File: src/hw/adio_pkg.sv
// constants for the address/data general-purpose port block
package adio_pkg;
   localparam int ADDR_W = 16;
   localparam int DATA_W = 8;
   localparam logic [15:0] ADDR_FIRST_PULLUP = 16'hFFAD;
   localparam logic [15:0] ADDR_SECOND_PULLUP = 16'hFFAE;
   localparam logic [15:0] ADDR_FIRST_DIR = 16'hFFB1;
   localparam logic [15:0] ADDR_FIRST_LATCH = 16'hFFB3;
   localparam logic [15:0] ADDR_SECOND_DIR = 16'hFFB4;
   localparam logic [15:0] ADDR_SECOND_LATCH = 16'hFFB6;
   localparam logic [7:0] REG_RESET = 8'h00;
   localparam logic [7:0] RD_UNMAPPED = 8'h00;
   // value returned for a read of a write-only direction register
   localparam logic [7:0] RD_WRITE_ONLY = 8'hFF;
   localparam int PIN7 = 7;
   localparam int IO_STROBE_SELECT_LO = 4;
   typedef enum logic [1:0] {
      ADIO_MODE_RSVD = 2'b00,
      ADIO_MODE_1 = 2'b01,
      ADIO_MODE_2 = 2'b10,
      ADIO_MODE_3 = 2'b11
   } adio_mode_e;
endpackage

File: src/hw/adio_ports.sv
// two 8-bit general-purpose ports sharing pins with the external address and data bus
// What this block does
// - direction registers are 8-bit write-only; 1 output, 0 input; reads return all ones
// - all six registers clear on reset and hardware standby, keep through software standby
// - first-port address outputs hold their state on entering software standby
// - mode 1: all first-port pins drive address regardless of direction
// - hardware standby: first-port address outputs go high-impedance
// - modes 2/3 expansion on: direction 1 gives address, 0 input
// - expansion on and strobe select set: first-port pins 7..4 become general outputs
// - pin 7 may carry a supporting-module output; address use takes priority over it on that pin
// - modes 2/3 expansion off: direction 1 gives general or PWM output, 0 input
// - expansion off: pin 7 may also carry the timer blanking output
// - first-port read gives latch for output bits, pin level for input bits
// - modes 2/3: first-port pull-up on when pull-up bit 1 and direction 0
// - first-port pull-ups off in mode 1, reset and hardware standby
// - mode 1 or expansion on: second port is the data bus, direction ignored
// - second port as data bus floats after reset and in both standbys
// - modes 2/3 expansion off: second-port direction 1 drives latch, 0 input
// - second-port read gives latch for outputs, pin level for inputs
// - second-port pull-up only with expansion off, pull-up bit 1, direction 0
//
// Our own choice: the address-and-strobe port.
`timescale 1ns/1ps
module adio_ports
   import adio_pkg::*;
#(
   parameter int WIDTH = DATA_W
) (
   // clock and reset
   input wire logic i_clk_sys,
   input wire logic i_rst,
   // register port
   input wire logic [ADDR_W-1:0] i_reg_addr,
   input wire logic [7:0] i_reg_wdata,
   input wire logic i_reg_wr,
   input wire logic i_reg_rd,
   output logic [7:0] o_reg_rdata,
   // operating state
   input wire logic [1:0] i_mode,
   input wire logic i_external_expansion_enable,
   input wire logic i_io_strobe_select,
   input wire logic i_hw_standby,
   input wire logic i_sw_standby,
   // internal sources for the first port
   input wire logic [7:0] i_addr_hi,
   input wire logic [7:0] i_pwm_en,
   input wire logic [7:0] i_pwm_out,
   input wire logic i_module_pin7_en,
   input wire logic i_module_pin7_out,
   input wire logic i_timer_blanking_en,
   input wire logic i_timer_blanking_output,
   // internal data bus for the second port
   input wire logic i_bus_drive,
   input wire logic [7:0] i_bus_wdata,
   output logic [7:0] o_bus_rdata,
   // first port pins
   input wire logic [7:0] i_first_pin,
   output logic [7:0] o_first_pin,
   output logic [7:0] o_first_pin_oe_n,
   output logic [7:0] o_first_pullup,
   // second port pins
   input wire logic [7:0] i_second_pin,
   output logic [7:0] o_second_pin,
   output logic [7:0] o_second_pin_oe_n,
   output logic [7:0] o_second_pullup
);

   logic [7:0] first_port_pullup_ctrl;
   logic [7:0] second_port_pullup_ctrl;
   logic [7:0] first_port_direction;
   logic [7:0] first_port_output_latch;
   logic [7:0] second_port_direction;
   logic [7:0] second_port_output_latch;
   logic [7:0] first_level;
   logic [7:0] second_level;

   // decode
   wire clr_regs = i_rst | i_hw_standby;
   wire mode1 = (i_mode == ADIO_MODE_1);
   wire mode23 = (i_mode == ADIO_MODE_2) | (i_mode == ADIO_MODE_3);
   wire expand = mode23 & i_external_expansion_enable;
   wire single = mode23 & ~i_external_expansion_enable;
   wire data_bus = mode1 | expand;
   wire wr_regs = i_reg_wr & ~i_sw_standby;
   wire sel_fpu = (i_reg_addr == ADDR_FIRST_PULLUP);
   wire sel_spu = (i_reg_addr == ADDR_SECOND_PULLUP);
   wire sel_fdir = (i_reg_addr == ADDR_FIRST_DIR);
   wire sel_flat = (i_reg_addr == ADDR_FIRST_LATCH);
   wire sel_sdir = (i_reg_addr == ADDR_SECOND_DIR);
   wire sel_slat = (i_reg_addr == ADDR_SECOND_LATCH);

   // per-register write enables; writes are dropped in software standby
   wire wr_fpu = wr_regs & sel_fpu;
   wire wr_spu = wr_regs & sel_spu;
   wire wr_fdir = wr_regs & sel_fdir;
   wire wr_flat = wr_regs & sel_flat;
   wire wr_sdir = wr_regs & sel_sdir;
   wire wr_slat = wr_regs & sel_slat;

   // three-stage pin synchronisers for the first port, one slice per bit
   // a change is taken only once stages two and three agree, so one late sample cannot glitch a read
   genvar s;
   generate
      for (s = 0; s < WIDTH; s = s + 1) begin : g_sync_first
         logic stage1;
         logic stage2;
         logic stage3;
         logic level;
         always_ff @(posedge i_clk_sys) begin
            stage1 <= i_first_pin[s];
            stage2 <= stage1;
            stage3 <= stage2;
            if (stage2 == stage3) begin
               level <= stage2;
            end
         end
         assign first_level[s] = level;
      end
   endgenerate

   // three-stage pin synchronisers for the second port, one slice per bit
   genvar t;
   generate
      for (t = 0; t < WIDTH; t = t + 1) begin : g_sync_second
         logic stage1;
         logic stage2;
         logic stage3;
         logic level;
         always_ff @(posedge i_clk_sys) begin
            stage1 <= i_second_pin[t];
            stage2 <= stage1;
            stage3 <= stage2;
            if (stage2 == stage3) begin
               level <= stage2;
            end
         end
         assign second_level[t] = level;
      end
   endgenerate

   // registers: cleared by reset and hardware standby, frozen in software standby
   // first port pull-up control
   always_ff @(posedge i_clk_sys) begin
      if (clr_regs) begin
         first_port_pullup_ctrl <= REG_RESET;
      end else if (wr_fpu) begin
         first_port_pullup_ctrl <= i_reg_wdata;
      end
   end

   // second port pull-up control
   always_ff @(posedge i_clk_sys) begin
      if (clr_regs) begin
         second_port_pullup_ctrl <= REG_RESET;
      end else if (wr_spu) begin
         second_port_pullup_ctrl <= i_reg_wdata;
      end
   end

   // first port direction, write-only
   always_ff @(posedge i_clk_sys) begin
      if (clr_regs) begin
         first_port_direction <= REG_RESET;
      end else if (wr_fdir) begin
         first_port_direction <= i_reg_wdata;
      end
   end

   // first port output latch, stored whatever the direction
   always_ff @(posedge i_clk_sys) begin
      if (clr_regs) begin
         first_port_output_latch <= REG_RESET;
      end else if (wr_flat) begin
         first_port_output_latch <= i_reg_wdata;
      end
   end

   // second port direction, write-only
   always_ff @(posedge i_clk_sys) begin
      if (clr_regs) begin
         second_port_direction <= REG_RESET;
      end else if (wr_sdir) begin
         second_port_direction <= i_reg_wdata;
      end
   end

   // second port output latch, stored whatever the direction
   always_ff @(posedge i_clk_sys) begin
      if (clr_regs) begin
         second_port_output_latch <= REG_RESET;
      end else if (wr_slat) begin
         second_port_output_latch <= i_reg_wdata;
      end
   end

   // read data: output bits show the latch, input bits the synchronised pin
   wire [7:0] first_read = (first_port_direction & first_port_output_latch)
                         | (~first_port_direction & first_level);
   wire [7:0] second_read = (second_port_direction & second_port_output_latch)
                          | (~second_port_direction & second_level);
   // read selection: each source gated by its own select, so exactly one term is live
   wire rd_dir = sel_fdir | sel_sdir;
   wire rd_none = ~(sel_fpu | sel_spu | rd_dir | sel_flat | sel_slat);
   wire [7:0] rd_mux = ({8{sel_fpu}} & first_port_pullup_ctrl)
                     | ({8{sel_spu}} & second_port_pullup_ctrl)
                     | ({8{rd_dir}} & RD_WRITE_ONLY)
                     | ({8{sel_flat}} & first_read)
                     | ({8{sel_slat}} & second_read)
                     | ({8{rd_none}} & RD_UNMAPPED);
   always_ff @(posedge i_clk_sys) begin
      if (i_rst) begin
         o_reg_rdata <= REG_RESET;
      end else if (i_reg_rd) begin
         o_reg_rdata <= rd_mux;
      end
   end

   // first port pin functions, one slice per bit
   logic [7:0] next_first_pin;
   logic [7:0] next_first_oe_n;
   logic [7:0] next_first_pullup;
   genvar g;
   generate
      for (g = 0; g < WIDTH; g = g + 1) begin : g_first
         wire is_hi = (g >= IO_STROBE_SELECT_LO);
         wire is_p7 = (g == PIN7);
         wire dir = first_port_direction[g];
         // strobe select hands pins 7..4 back to the general output path
         wire io_strobe_select_free = i_io_strobe_select & is_hi;
         // address use: always in mode 1, else with expansion on for output bits unless strobe select frees them
         wire addr_use = mode1 | (expand & dir & ~io_strobe_select_free);
         wire mod7 = is_p7 & i_module_pin7_en & ~addr_use;
         wire blank7 = is_p7 & single & i_timer_blanking_en;
         wire drive = addr_use | mod7 | blank7 | (mode23 & dir);
         wire gen_val = i_pwm_en[g] ? i_pwm_out[g] : first_port_output_latch[g];
         wire val = addr_use ? i_addr_hi[g] :
                    mod7 ? i_module_pin7_out :
                    blank7 ? i_timer_blanking_output :
                    gen_val;
         assign next_first_pin[g] = val;
         assign next_first_oe_n[g] = ~drive;
         assign next_first_pullup[g] = mode23 & first_port_pullup_ctrl[g] & ~dir;
      end
   endgenerate

   // second port: data bus or general port, one slice per bit
   logic [7:0] next_second_pin;
   logic [7:0] next_second_oe_n;
   logic [7:0] next_second_pullup;
   // the data bus only drives while the core writes and the clock runs
   wire bus_out = i_bus_drive & ~i_sw_standby;
   genvar h;
   generate
      for (h = 0; h < WIDTH; h = h + 1) begin : g_second
         wire dir = second_port_direction[h];
         wire drive = data_bus ? bus_out : dir;
         wire val = data_bus ? i_bus_wdata[h] : second_port_output_latch[h];
         assign next_second_pin[h] = val;
         assign next_second_oe_n[h] = ~drive;
         assign next_second_pullup[h] = single & second_port_pullup_ctrl[h] & ~dir;
      end
   endgenerate

   // first port pin values; software standby freezes the driven state
   always_ff @(posedge i_clk_sys) begin
      if (clr_regs) begin
         o_first_pin <= REG_RESET;
      end else if (!i_sw_standby) begin
         o_first_pin <= next_first_pin;
      end
   end

   // first port enables; all released in reset and hardware standby
   always_ff @(posedge i_clk_sys) begin
      if (clr_regs) begin
         o_first_pin_oe_n <= ~REG_RESET;
      end else if (!i_sw_standby) begin
         o_first_pin_oe_n <= next_first_oe_n;
      end
   end

   // first port pull-ups; they keep following the retained registers in software standby
   always_ff @(posedge i_clk_sys) begin
      if (clr_regs) begin
         o_first_pullup <= REG_RESET;
      end else begin
         o_first_pullup <= next_first_pullup;
      end
   end

   // second port pin values
   always_ff @(posedge i_clk_sys) begin
      if (clr_regs) begin
         o_second_pin <= REG_RESET;
      end else begin
         o_second_pin <= next_second_pin;
      end
   end

   // second port enables
   always_ff @(posedge i_clk_sys) begin
      if (clr_regs) begin
         o_second_pin_oe_n <= ~REG_RESET;
      end else begin
         o_second_pin_oe_n <= next_second_oe_n;
      end
   end

   // second port pull-ups
   always_ff @(posedge i_clk_sys) begin
      if (clr_regs) begin
         o_second_pullup <= REG_RESET;
      end else begin
         o_second_pullup <= next_second_pullup;
      end
   end

   // synchronised second-port level for the core's data-bus reads
   always_ff @(posedge i_clk_sys) begin
      if (clr_regs) begin
         o_bus_rdata <= REG_RESET;
      end else begin
         o_bus_rdata <= second_level;
      end
   end

endmodule

File: config.mk
export PLATFORM = sky130hd
export DESIGN_NAME = adio_ports
export DESIGN_NICKNAME = d
export VERILOG_FILES = /design/src/hw/adio_pkg.sv /design/src/hw/adio_ports.sv
export SDC_FILE = /design/constraint.sdc
export NUM_CORES = 1
export LEC_CHECK = 0
export BUFFER_PORTS_ARGS = -buffer_cell sky130_fd_sc_hd__buf_2
export CAP_MARGIN = 0
export CORE_ASPECT_RATIO = 1.2
export CORE_MARGIN = 2
export CORE_UTILIZATION = 50
export CTS_BUF_LIST = sky130_fd_sc_hd__clkbuf_8
export DETAILED_ROUTE_END_ITERATION = 12
export GPL_TIMING_DRIVEN = 0
export PLACE_DENSITY = 0.8
export RECOVER_POWER = 50
export SYNTH_ARGS = -nofsm -noshare
export SYNTH_HDL_FRONTEND = slang
export SYNTH_SLANG_ARGS = --single-unit
File: constraint.sdc
create_clock -name i_clk_sys -period 1.64 [get_ports i_clk_sys]
set_input_delay 0.328 -clock i_clk_sys [delete_from_list [all_inputs] [get_ports i_clk_sys]]
set_output_delay 0.328 -clock i_clk_sys [all_outputs]
set_load 0.05 [all_outputs]
==> results of run 1 <==
-- layout make-up --
class	count	area, sq um
multi-input cells	391	2515
well taps	164	205.2
clock inverters	14	141.4
repair buffers	162	890.9
inverters	1	3.754
clock buffers	18	247.7
plain buffers	43	295.3
flip-flops and latches	176	3684
fillers	1054	4629
-- critical path, delay by kind of cell --
kind | cells | cell delay [ns]
AOI/OAI and AO/OA | 2 | 0.65
buffers and inverters | 1 | 0.10
and+or+nand+nor | 2 | 0.81
-- through the flow --
| stage | hold WS (ns) | std cells | util (%) |
|---|---|---|---|
| 3_5_place_dp | 0.3121 | 923 | 58.92 |
| 2_1_floorplan | 0.3096 | 613 | - |
| 5_1_grt | 0.08011 | 969 | 63.29 |
| 3_3_place_gp | 0.3101 | 923 | 58.92 |
| 4_1_cts | 0.08494 | 971 | 63.27 |
| 6_report | 0.1075 | 969 | 63.29 |
-- cell families after synthesis --
group / Yosys count / share of synthesized area (%)
buffers and inverters: 46 / 4.207
AND/OR/NAND/NOR: 160 / 15.08
multiplexers: 29 / 4.575
flip-flops: 176 / 57.08
XOR/XNOR: 16 / 2.171
AO/OA/AOI/OAI: 186 / 16.89
-- layout by cell type (no fill, tap or decap), types with 6 or more instances in the layout --
| cell | netlist | layout |
|---|---|---|
| dlygate4sd3_1 | 0 | 16 |
| and2_0 | 0 | 6 |
| nand2_1 | 37 | 37 |
| a211oi_1 | 16 | 16 |
| clkbuf_8 | 1 | 21 |
| nand3_1 | 55 | 55 |
| xnor2_1 | 16 | 16 |
| edfxtp_1 | 16 | 16 |
| a22o_1 | 8 | 8 |
| mux2i_1 | 25 | 25 |
| dfxtp_1 | 160 | 160 |
| o22ai_1 | 8 | 8 |
| o21ai_1 | 30 | 30 |
| a21oi_1 | 74 | 74 |
| a32oi_1 | 8 | 8 |
| o21ai_0 | 26 | 26 |
| nor2_1 | 10 | 10 |
| nor3b_1 | 16 | 16 |
| clkbuf_1 | 21 | 17 |
| nor2b_1 | 7 | 7 |
| buf_2 | 10 | 143 |
| inv_8 | 0 | 6 |
| a21o_1 | 9 | 9 |
| clkbuf_2 | 1 | 11 |
| buf_6 | 6 | 8 |
-- per-layer routing --
metal | global-route usage [%] | up-vias
met5 | 0 | -
met2 | 42.43 | 264
met4 | 11.76 | 0
met3 | 5.927 | 44
li1 | - | 2576
met1 | 32.69 | 2633
-- worst max-delay path by stage --
stage | end | start | slack (ns)
after floorplan | second_port_direction[4] | i_reg_addr[12] | -0.003
after global placement | o_second_pullup[1] | i_rst | -0.42
after detailed placement | o_reg_rdata[1] | i_reg_addr[12] | -0.44
after CTS | o_reg_rdata[1] | i_reg_addr[12] | 0.04
after global routing | o_reg_rdata[6] | i_reg_addr[12] | 0.04
final | o_reg_rdata[1] | i_reg_addr[6] | 0.11
-- what timing repair did --
item / in CTS / in global routing
gates resized for setup: 0 / 6
endpoints found under the hold margin: 16 / 0
endpoints found under the setup margin: 0 / 22
hold buffers: 16 / 0
-- power groups by stage --
stage	combinational, mW	sequential, mW	clock, mW
floorplan	0.286	4.77	0
global placement	0.683	4.64	0
detailed placement	0.699	4.64	0
CTS	0.730	4.54	2.94
global route	0.784	4.56	3.16
finish	0.737	4.55	2.90
==> impl_metrics.env, run 1 <==
export IMPL_max_freq_ghz=0.6547
export IMPL_numCtsBuffers=17
export IMPL_yosys_top_cells_area="dfxtp_1 50%, edfxtp_1 7.4%, a21oi_1 5.7%"
export IMPL_fin_nets=879
export IMPL_syn2layout_area_growth_pct=23.69
export IMPL_final_area_sq_um=7983
export IMPL_switching_share_pct=27.65
export IMPL_die_h_um=128.5
export IMPL_grt_pass1_wl_um=27250
export IMPL_max_slew_worst_pin_slew_ns=0.6824
export IMPL_power_leakage_nw=3.072
export IMPL_r2r_cells=4
export IMPL_wl_met3_um=1243
export IMPL_end_kind="register"
export IMPL_synth_seq_cells=176
export IMPL_clock_path_buffers=2
export IMPL_skew_ns=0.01119
export IMPL_track_usage_pct=25.93
export IMPL_worstPathArrival_ns=1.89
export IMPL_async_flop_share_pct=0
export IMPL_crit_type="in -> reg"
export IMPL_synth_area_sq_um=6454
export IMPL_power_frac_comb_pct=9.0
export IMPL_grt_max_degree=19
export IMPL_cts_sinks=176
export IMPL_power_density_nw_per_um2=1025
export IMPL_yosysTopAreaCell="dfxtp_1"
export IMPL_path_clk_slew_ns=0.10
export IMPL_drt_pass1_iter_count=5
export IMPL_fp_dieW_um=107.7
export IMPL_power_mw=8.183
export IMPL_avgSynthCellArea_sq_um=10.53
export IMPL_initialDrtViolationCount=443
export IMPL_syn_inst=613
export IMPL_period_needed_ns=1.527
export IMPL_wl_per_cell_um=18.53
export IMPL_start_kind="input pin"
export IMPL_hold_viol=0
export IMPL_critPathMaxStageDelay_ns=0.59
export IMPL_maxSlewViolCount=0
export IMPL_synth_flop_cell="dfxtp_1"
export IMPL_status="finished, final reports clean"
export IMPL_synth_most_common_cell="dfxtp_1"
export IMPL_core_area_sq_um=12610
export IMPL_holdPathStages=3
export IMPL_gp_congestion=0.8812
export IMPL_initial_core_util_pct=51.17
export IMPL_p_clk_share_pct=35.5
export IMPL_seqPwrFrac_pct=55.5
export IMPL_synth_common_cells="160 x dfxtp_1, 74 x a21oi_1, 55 x nand3_1"
export IMPL_antenna_found_initial=0
export IMPL_cp_data_required_time_ns=2.00
export IMPL_crit_chain="buf_2, nand3b_4, nor4b_4, a21boi_1, a211oi_1"
export IMPL_intPower_mw=5.921
export IMPL_place_ws_ns=-0.4352
export IMPL_die_area_sq_um=13840
export IMPL_cp_slowest_cell="nor4b_4"
export IMPL_synth_edf_count=16
export IMPL_fin_ws_ns=0.1126
export IMPL_grt_pass1_vias=5189
export IMPL_grt_overflow=0
export IMPL_r2r_end="o_reg_rdata[1]"
export IMPL_num_rows=45
export IMPL_vias_per_cell=5.693
export IMPL_hpwlAfterDp_um=13130
export IMPL_rsz0062_at_grt="no"
export IMPL_post_cts_buffers=0
export IMPL_drive_gt1_share_pct=27.20
export IMPL_root_buffer="clkbuf_8"
export IMPL_dpl_cell_area_sq_um=7431
export IMPL_num_antenna_cells=0
export IMPL_route_met2_wl_um=8700
export IMPL_vdd_drop_max_mv=1.096
export IMPL_hold_start="i_bus_wdata[4]"
export IMPL_clk_latency_ns=0.45
export IMPL_crit_path_max_fanout=8
export IMPL_syn_nets=700
export IMPL_drc=0
export IMPL_htreeDepth=4
export IMPL_setup_viol=0
export IMPL_tns_ns=0
export IMPL_p_sw_mw=2.262
export IMPL_synth_distinct_cells=50
export IMPL_ff2ff_setup_slack_ns=0.16
export IMPL_top_layer="met4"
export IMPL_min_to="o_second_pin[4]"
export IMPL_yosysSeqAreaShare_pct=57.08
export IMPL_drtAntennaViolNets=0
export IMPL_cap_violations=0
export IMPL_wl_met1_um=7343
export IMPL_hold_class="in -> reg"
export IMPL_cts_tree="built"
export IMPL_num_vias=5517
export IMPL_r2r_start="first_port_direction[1]"
export IMPL_ioPinCount=151
export IMPL_postRouteWirelength_um=17960
export IMPL_io_buffers=146
export IMPL_slew_headroom_pct=54.50
export IMPL_synth_warnings=0
export IMPL_period_share_pct=93.14
export IMPL_synth_top_area_share_pct=49.63
(Power assumes the default switching activity.)
==> run 2, diff against run 1 <==
--- a/config.mk
+++ b/config.mk
@@ -5,6 +5,7 @@
 export SDC_FILE = /design/constraint.sdc
 export NUM_CORES = 1
 export LEC_CHECK = 0
+export ABC_AREA = 1
 export BUFFER_PORTS_ARGS = -buffer_cell sky130_fd_sc_hd__buf_2
 export CAP_MARGIN = 0
 export CORE_ASPECT_RATIO = 1.2
==> run 2 against run 1 <==
Effect of this change: non-clock buffer count is 18 lower; synthesized cell count is 17% higher; area after synthesis is 0.83% higher; combinational power is 6.4% higher; wire length is 14% lower; final cell count is 11% higher; total power is 0.53% higher; critical path depth stayed put; hold slack worse by 0.022 ns.
==> impl_metrics.env, run 2 <==
export IMPL_layout_commonest_cell="dfxtp_1"
export IMPL_fp_dieW_um=108.1
export IMPL_synth_edf_count=16
export IMPL_synth_warnings=0
export IMPL_status="finished, final reports clean"
export IMPL_num_antenna_cells=0
export IMPL_synth_top_area_share_pct=49.22
export IMPL_final_cell_mix="160 x dfxtp_1, 152 x buf_2, 91 x nor2_1"
export IMPL_dpl_cell_area_sq_um=7463
export IMPL_power_density_nw_per_um2=1030
export IMPL_max_slew_worst_pin_slew_ns=0.5820
export IMPL_initialDrtViolationCount=416
export IMPL_end_kind="register"
export IMPL_numCtsBuffers=17
export IMPL_yosys_top_cells_area="dfxtp_1 49%, edfxtp_1 7.4%, nor2_1 5.2%"
export IMPL_utilization_pct=63.04
export IMPL_die_h_um=129.0
export IMPL_die_area_sq_um=13950
export IMPL_root_buffer="clkbuf_8"
export IMPL_drtAntennaViolNets=0
export IMPL_hold_viol=0
export IMPL_hpwlAfterDp_um=11530
export IMPL_multi_input_area_sq_um=2381
export IMPL_synth_most_common_cell="dfxtp_1"
export IMPL_fin_nets=987
export IMPL_yosysTopAreaCell="dfxtp_1"
export IMPL_power_mw=8.226
export IMPL_cp_slowest_cell="nor4_1"
export IMPL_core_area_sq_um=12670
export IMPL_holdBufCountCts=16
export IMPL_slew_headroom_pct=61.11
export IMPL_crit_chain="buf_2, nor2_2, inv_1, clkbuf_1, nor4_1"
export IMPL_drive_gt1_share_pct=27.49
export IMPL_setup_viol=0
export IMPL_regArea_sq_um=3684
export IMPL_hold_class="in -> reg"
export IMPL_track_usage_pct=22.80
export IMPL_io_buffers=150
export IMPL_fill_cells=1079
export IMPL_period_share_pct=91.54
export IMPL_fin_ws_ns=0.1387
export IMPL_avgSynthCellArea_sq_um=9.101
export IMPL_initial_core_util_pct=51.37
export IMPL_tns_ns=0
export IMPL_maxSlewViolCount=0
export IMPL_hold_ws_ns=0.08528
export IMPL_vias_per_cell=5.049
export IMPL_vdd_drop_max_mv=0.6162
export IMPL_cts_resized=0
export IMPL_cp_data_required_time_ns=1.95
export IMPL_final_area_sq_um=7986
export IMPL_num_rows=45
export IMPL_crit_path_max_fanout=10
export IMPL_place_ws_ns=-0.2103
export IMPL_syn2layout_area_growth_pct=22.73
export IMPL_placed_cells=1029
export IMPL_postRouteWirelength_um=15530
export IMPL_max_freq_ghz=0.6661
export IMPL_period_needed_ns=1.501
export IMPL_drc=0
export IMPL_synth_common_cells="160 x dfxtp_1, 91 x nor2_1, 88 x nand2_1"
export IMPL_htreeDepth=4
export IMPL_synth_seq_cells=176
export IMPL_cap_violations=0
export IMPL_antenna_found_initial=0
export IMPL_synth_flop_cell="dfxtp_1"
export IMPL_async_flop_share_pct=0
export IMPL_grt_overflow=0
export IMPL_yosysSeqAreaShare_pct=56.60
export IMPL_worstPathArrival_ns=1.81
export IMPL_final_cells=1077
export IMPL_gp_congestion=0.9151
export IMPL_power_leakage_nw=3.506
export IMPL_grt_pass1_vias=5164
export IMPL_cts_tree="built"
export IMPL_synth_area_sq_um=6507
export IMPL_syn_inst=715
export IMPL_ioPinCount=151
export IMPL_path_clk_slew_ns=0.09
export IMPL_drt_pass1_iter_count=5
export IMPL_skew_ns=0.01350
export IMPL_rsz0062_at_grt="no"
export IMPL_syn_nets=802
export IMPL_clk_latency_ns=0.46
export IMPL_post_cts_buffers=0
export IMPL_grt_pass1_wl_um=24400
export IMPL_clock_path_buffers=2
export IMPL_wl_per_cell_um=14.42
export IMPL_crit_type="in -> reg"
export IMPL_grt_max_degree=18
export IMPL_cts_sinks=176
export IMPL_synth_distinct_cells=34
export IMPL_critPathMaxStageDelay_ns=0.43
export IMPL_num_vias=5438
export IMPL_start_kind="input pin"
-- run 2: cell count changes after synthesis, sizes merged, moves of 22 or more --
cell / previous run / this run
a21oi: 74 / 49
inv: 1 / 69
nand2: 37 / 98
nor2: 10 / 103
o21ai: 56 / 99
mux2i: 25 / 3
-- run 2: kinds of logic after synthesis --
group	count (synthesis)	synth area share (%)
XOR/XNOR	16	2.153
multiplexers	3	0.4615
AND/OR/NAND/NOR	277	21.36
buffers and inverters	92	6.479
AO/OA/AOI/OAI	151	12.94
flip-flops	176	56.60
-- run 2: critical path, delay by kind of cell --
kind	cells	cell delay, ns
simple gates	2	0.76
buf+inv	3	0.72
-- run 2: per-layer routing --
layer | track usage [%] | share of wire (%) | up-vias
met1 | 27.70 | 41 | 2464
met3 | 5.370 | 7.1 | 38
met2 | 38.66 | 48 | 208
met5 | 0 | 0 | -
met4 | 9.729 | 3.2 | 0
li1 | - | - | 2728
-- run 2: area by class of cell --
type,instances,share of cell area (%)
Buffer,21,1.786
Sequential cell,176,46.12
Timing Repair Buffer,166,11.41
Tap cell,164,2.569
Clock inverter,15,1.896
Inverter,71,3.478
Multi-Input combinational cell,447,29.81
Clock buffer,17,2.930
-- run 2: power breakdown --
group	total [mW]	internal [mW]	switching (mW)
registers	4.54	4.49	0.0547
logic	0.784	0.255	0.529
clock network	2.90	1.25	1.65
-- run 2: final timing paths --
path                            from                      end  slack [ns]  depth (start not counted)
max                     i_hw_standby        o_first_pullup[5]        0.14                          5
min                   i_bus_wdata[4]          o_second_pin[4]        0.09                          3
max reg2reg  first_port_direction[7]           o_reg_rdata[7]        0.36                          7
min reg2reg  g_sync_second[3].stage1  g_sync_second[3].stage2        0.33                          0
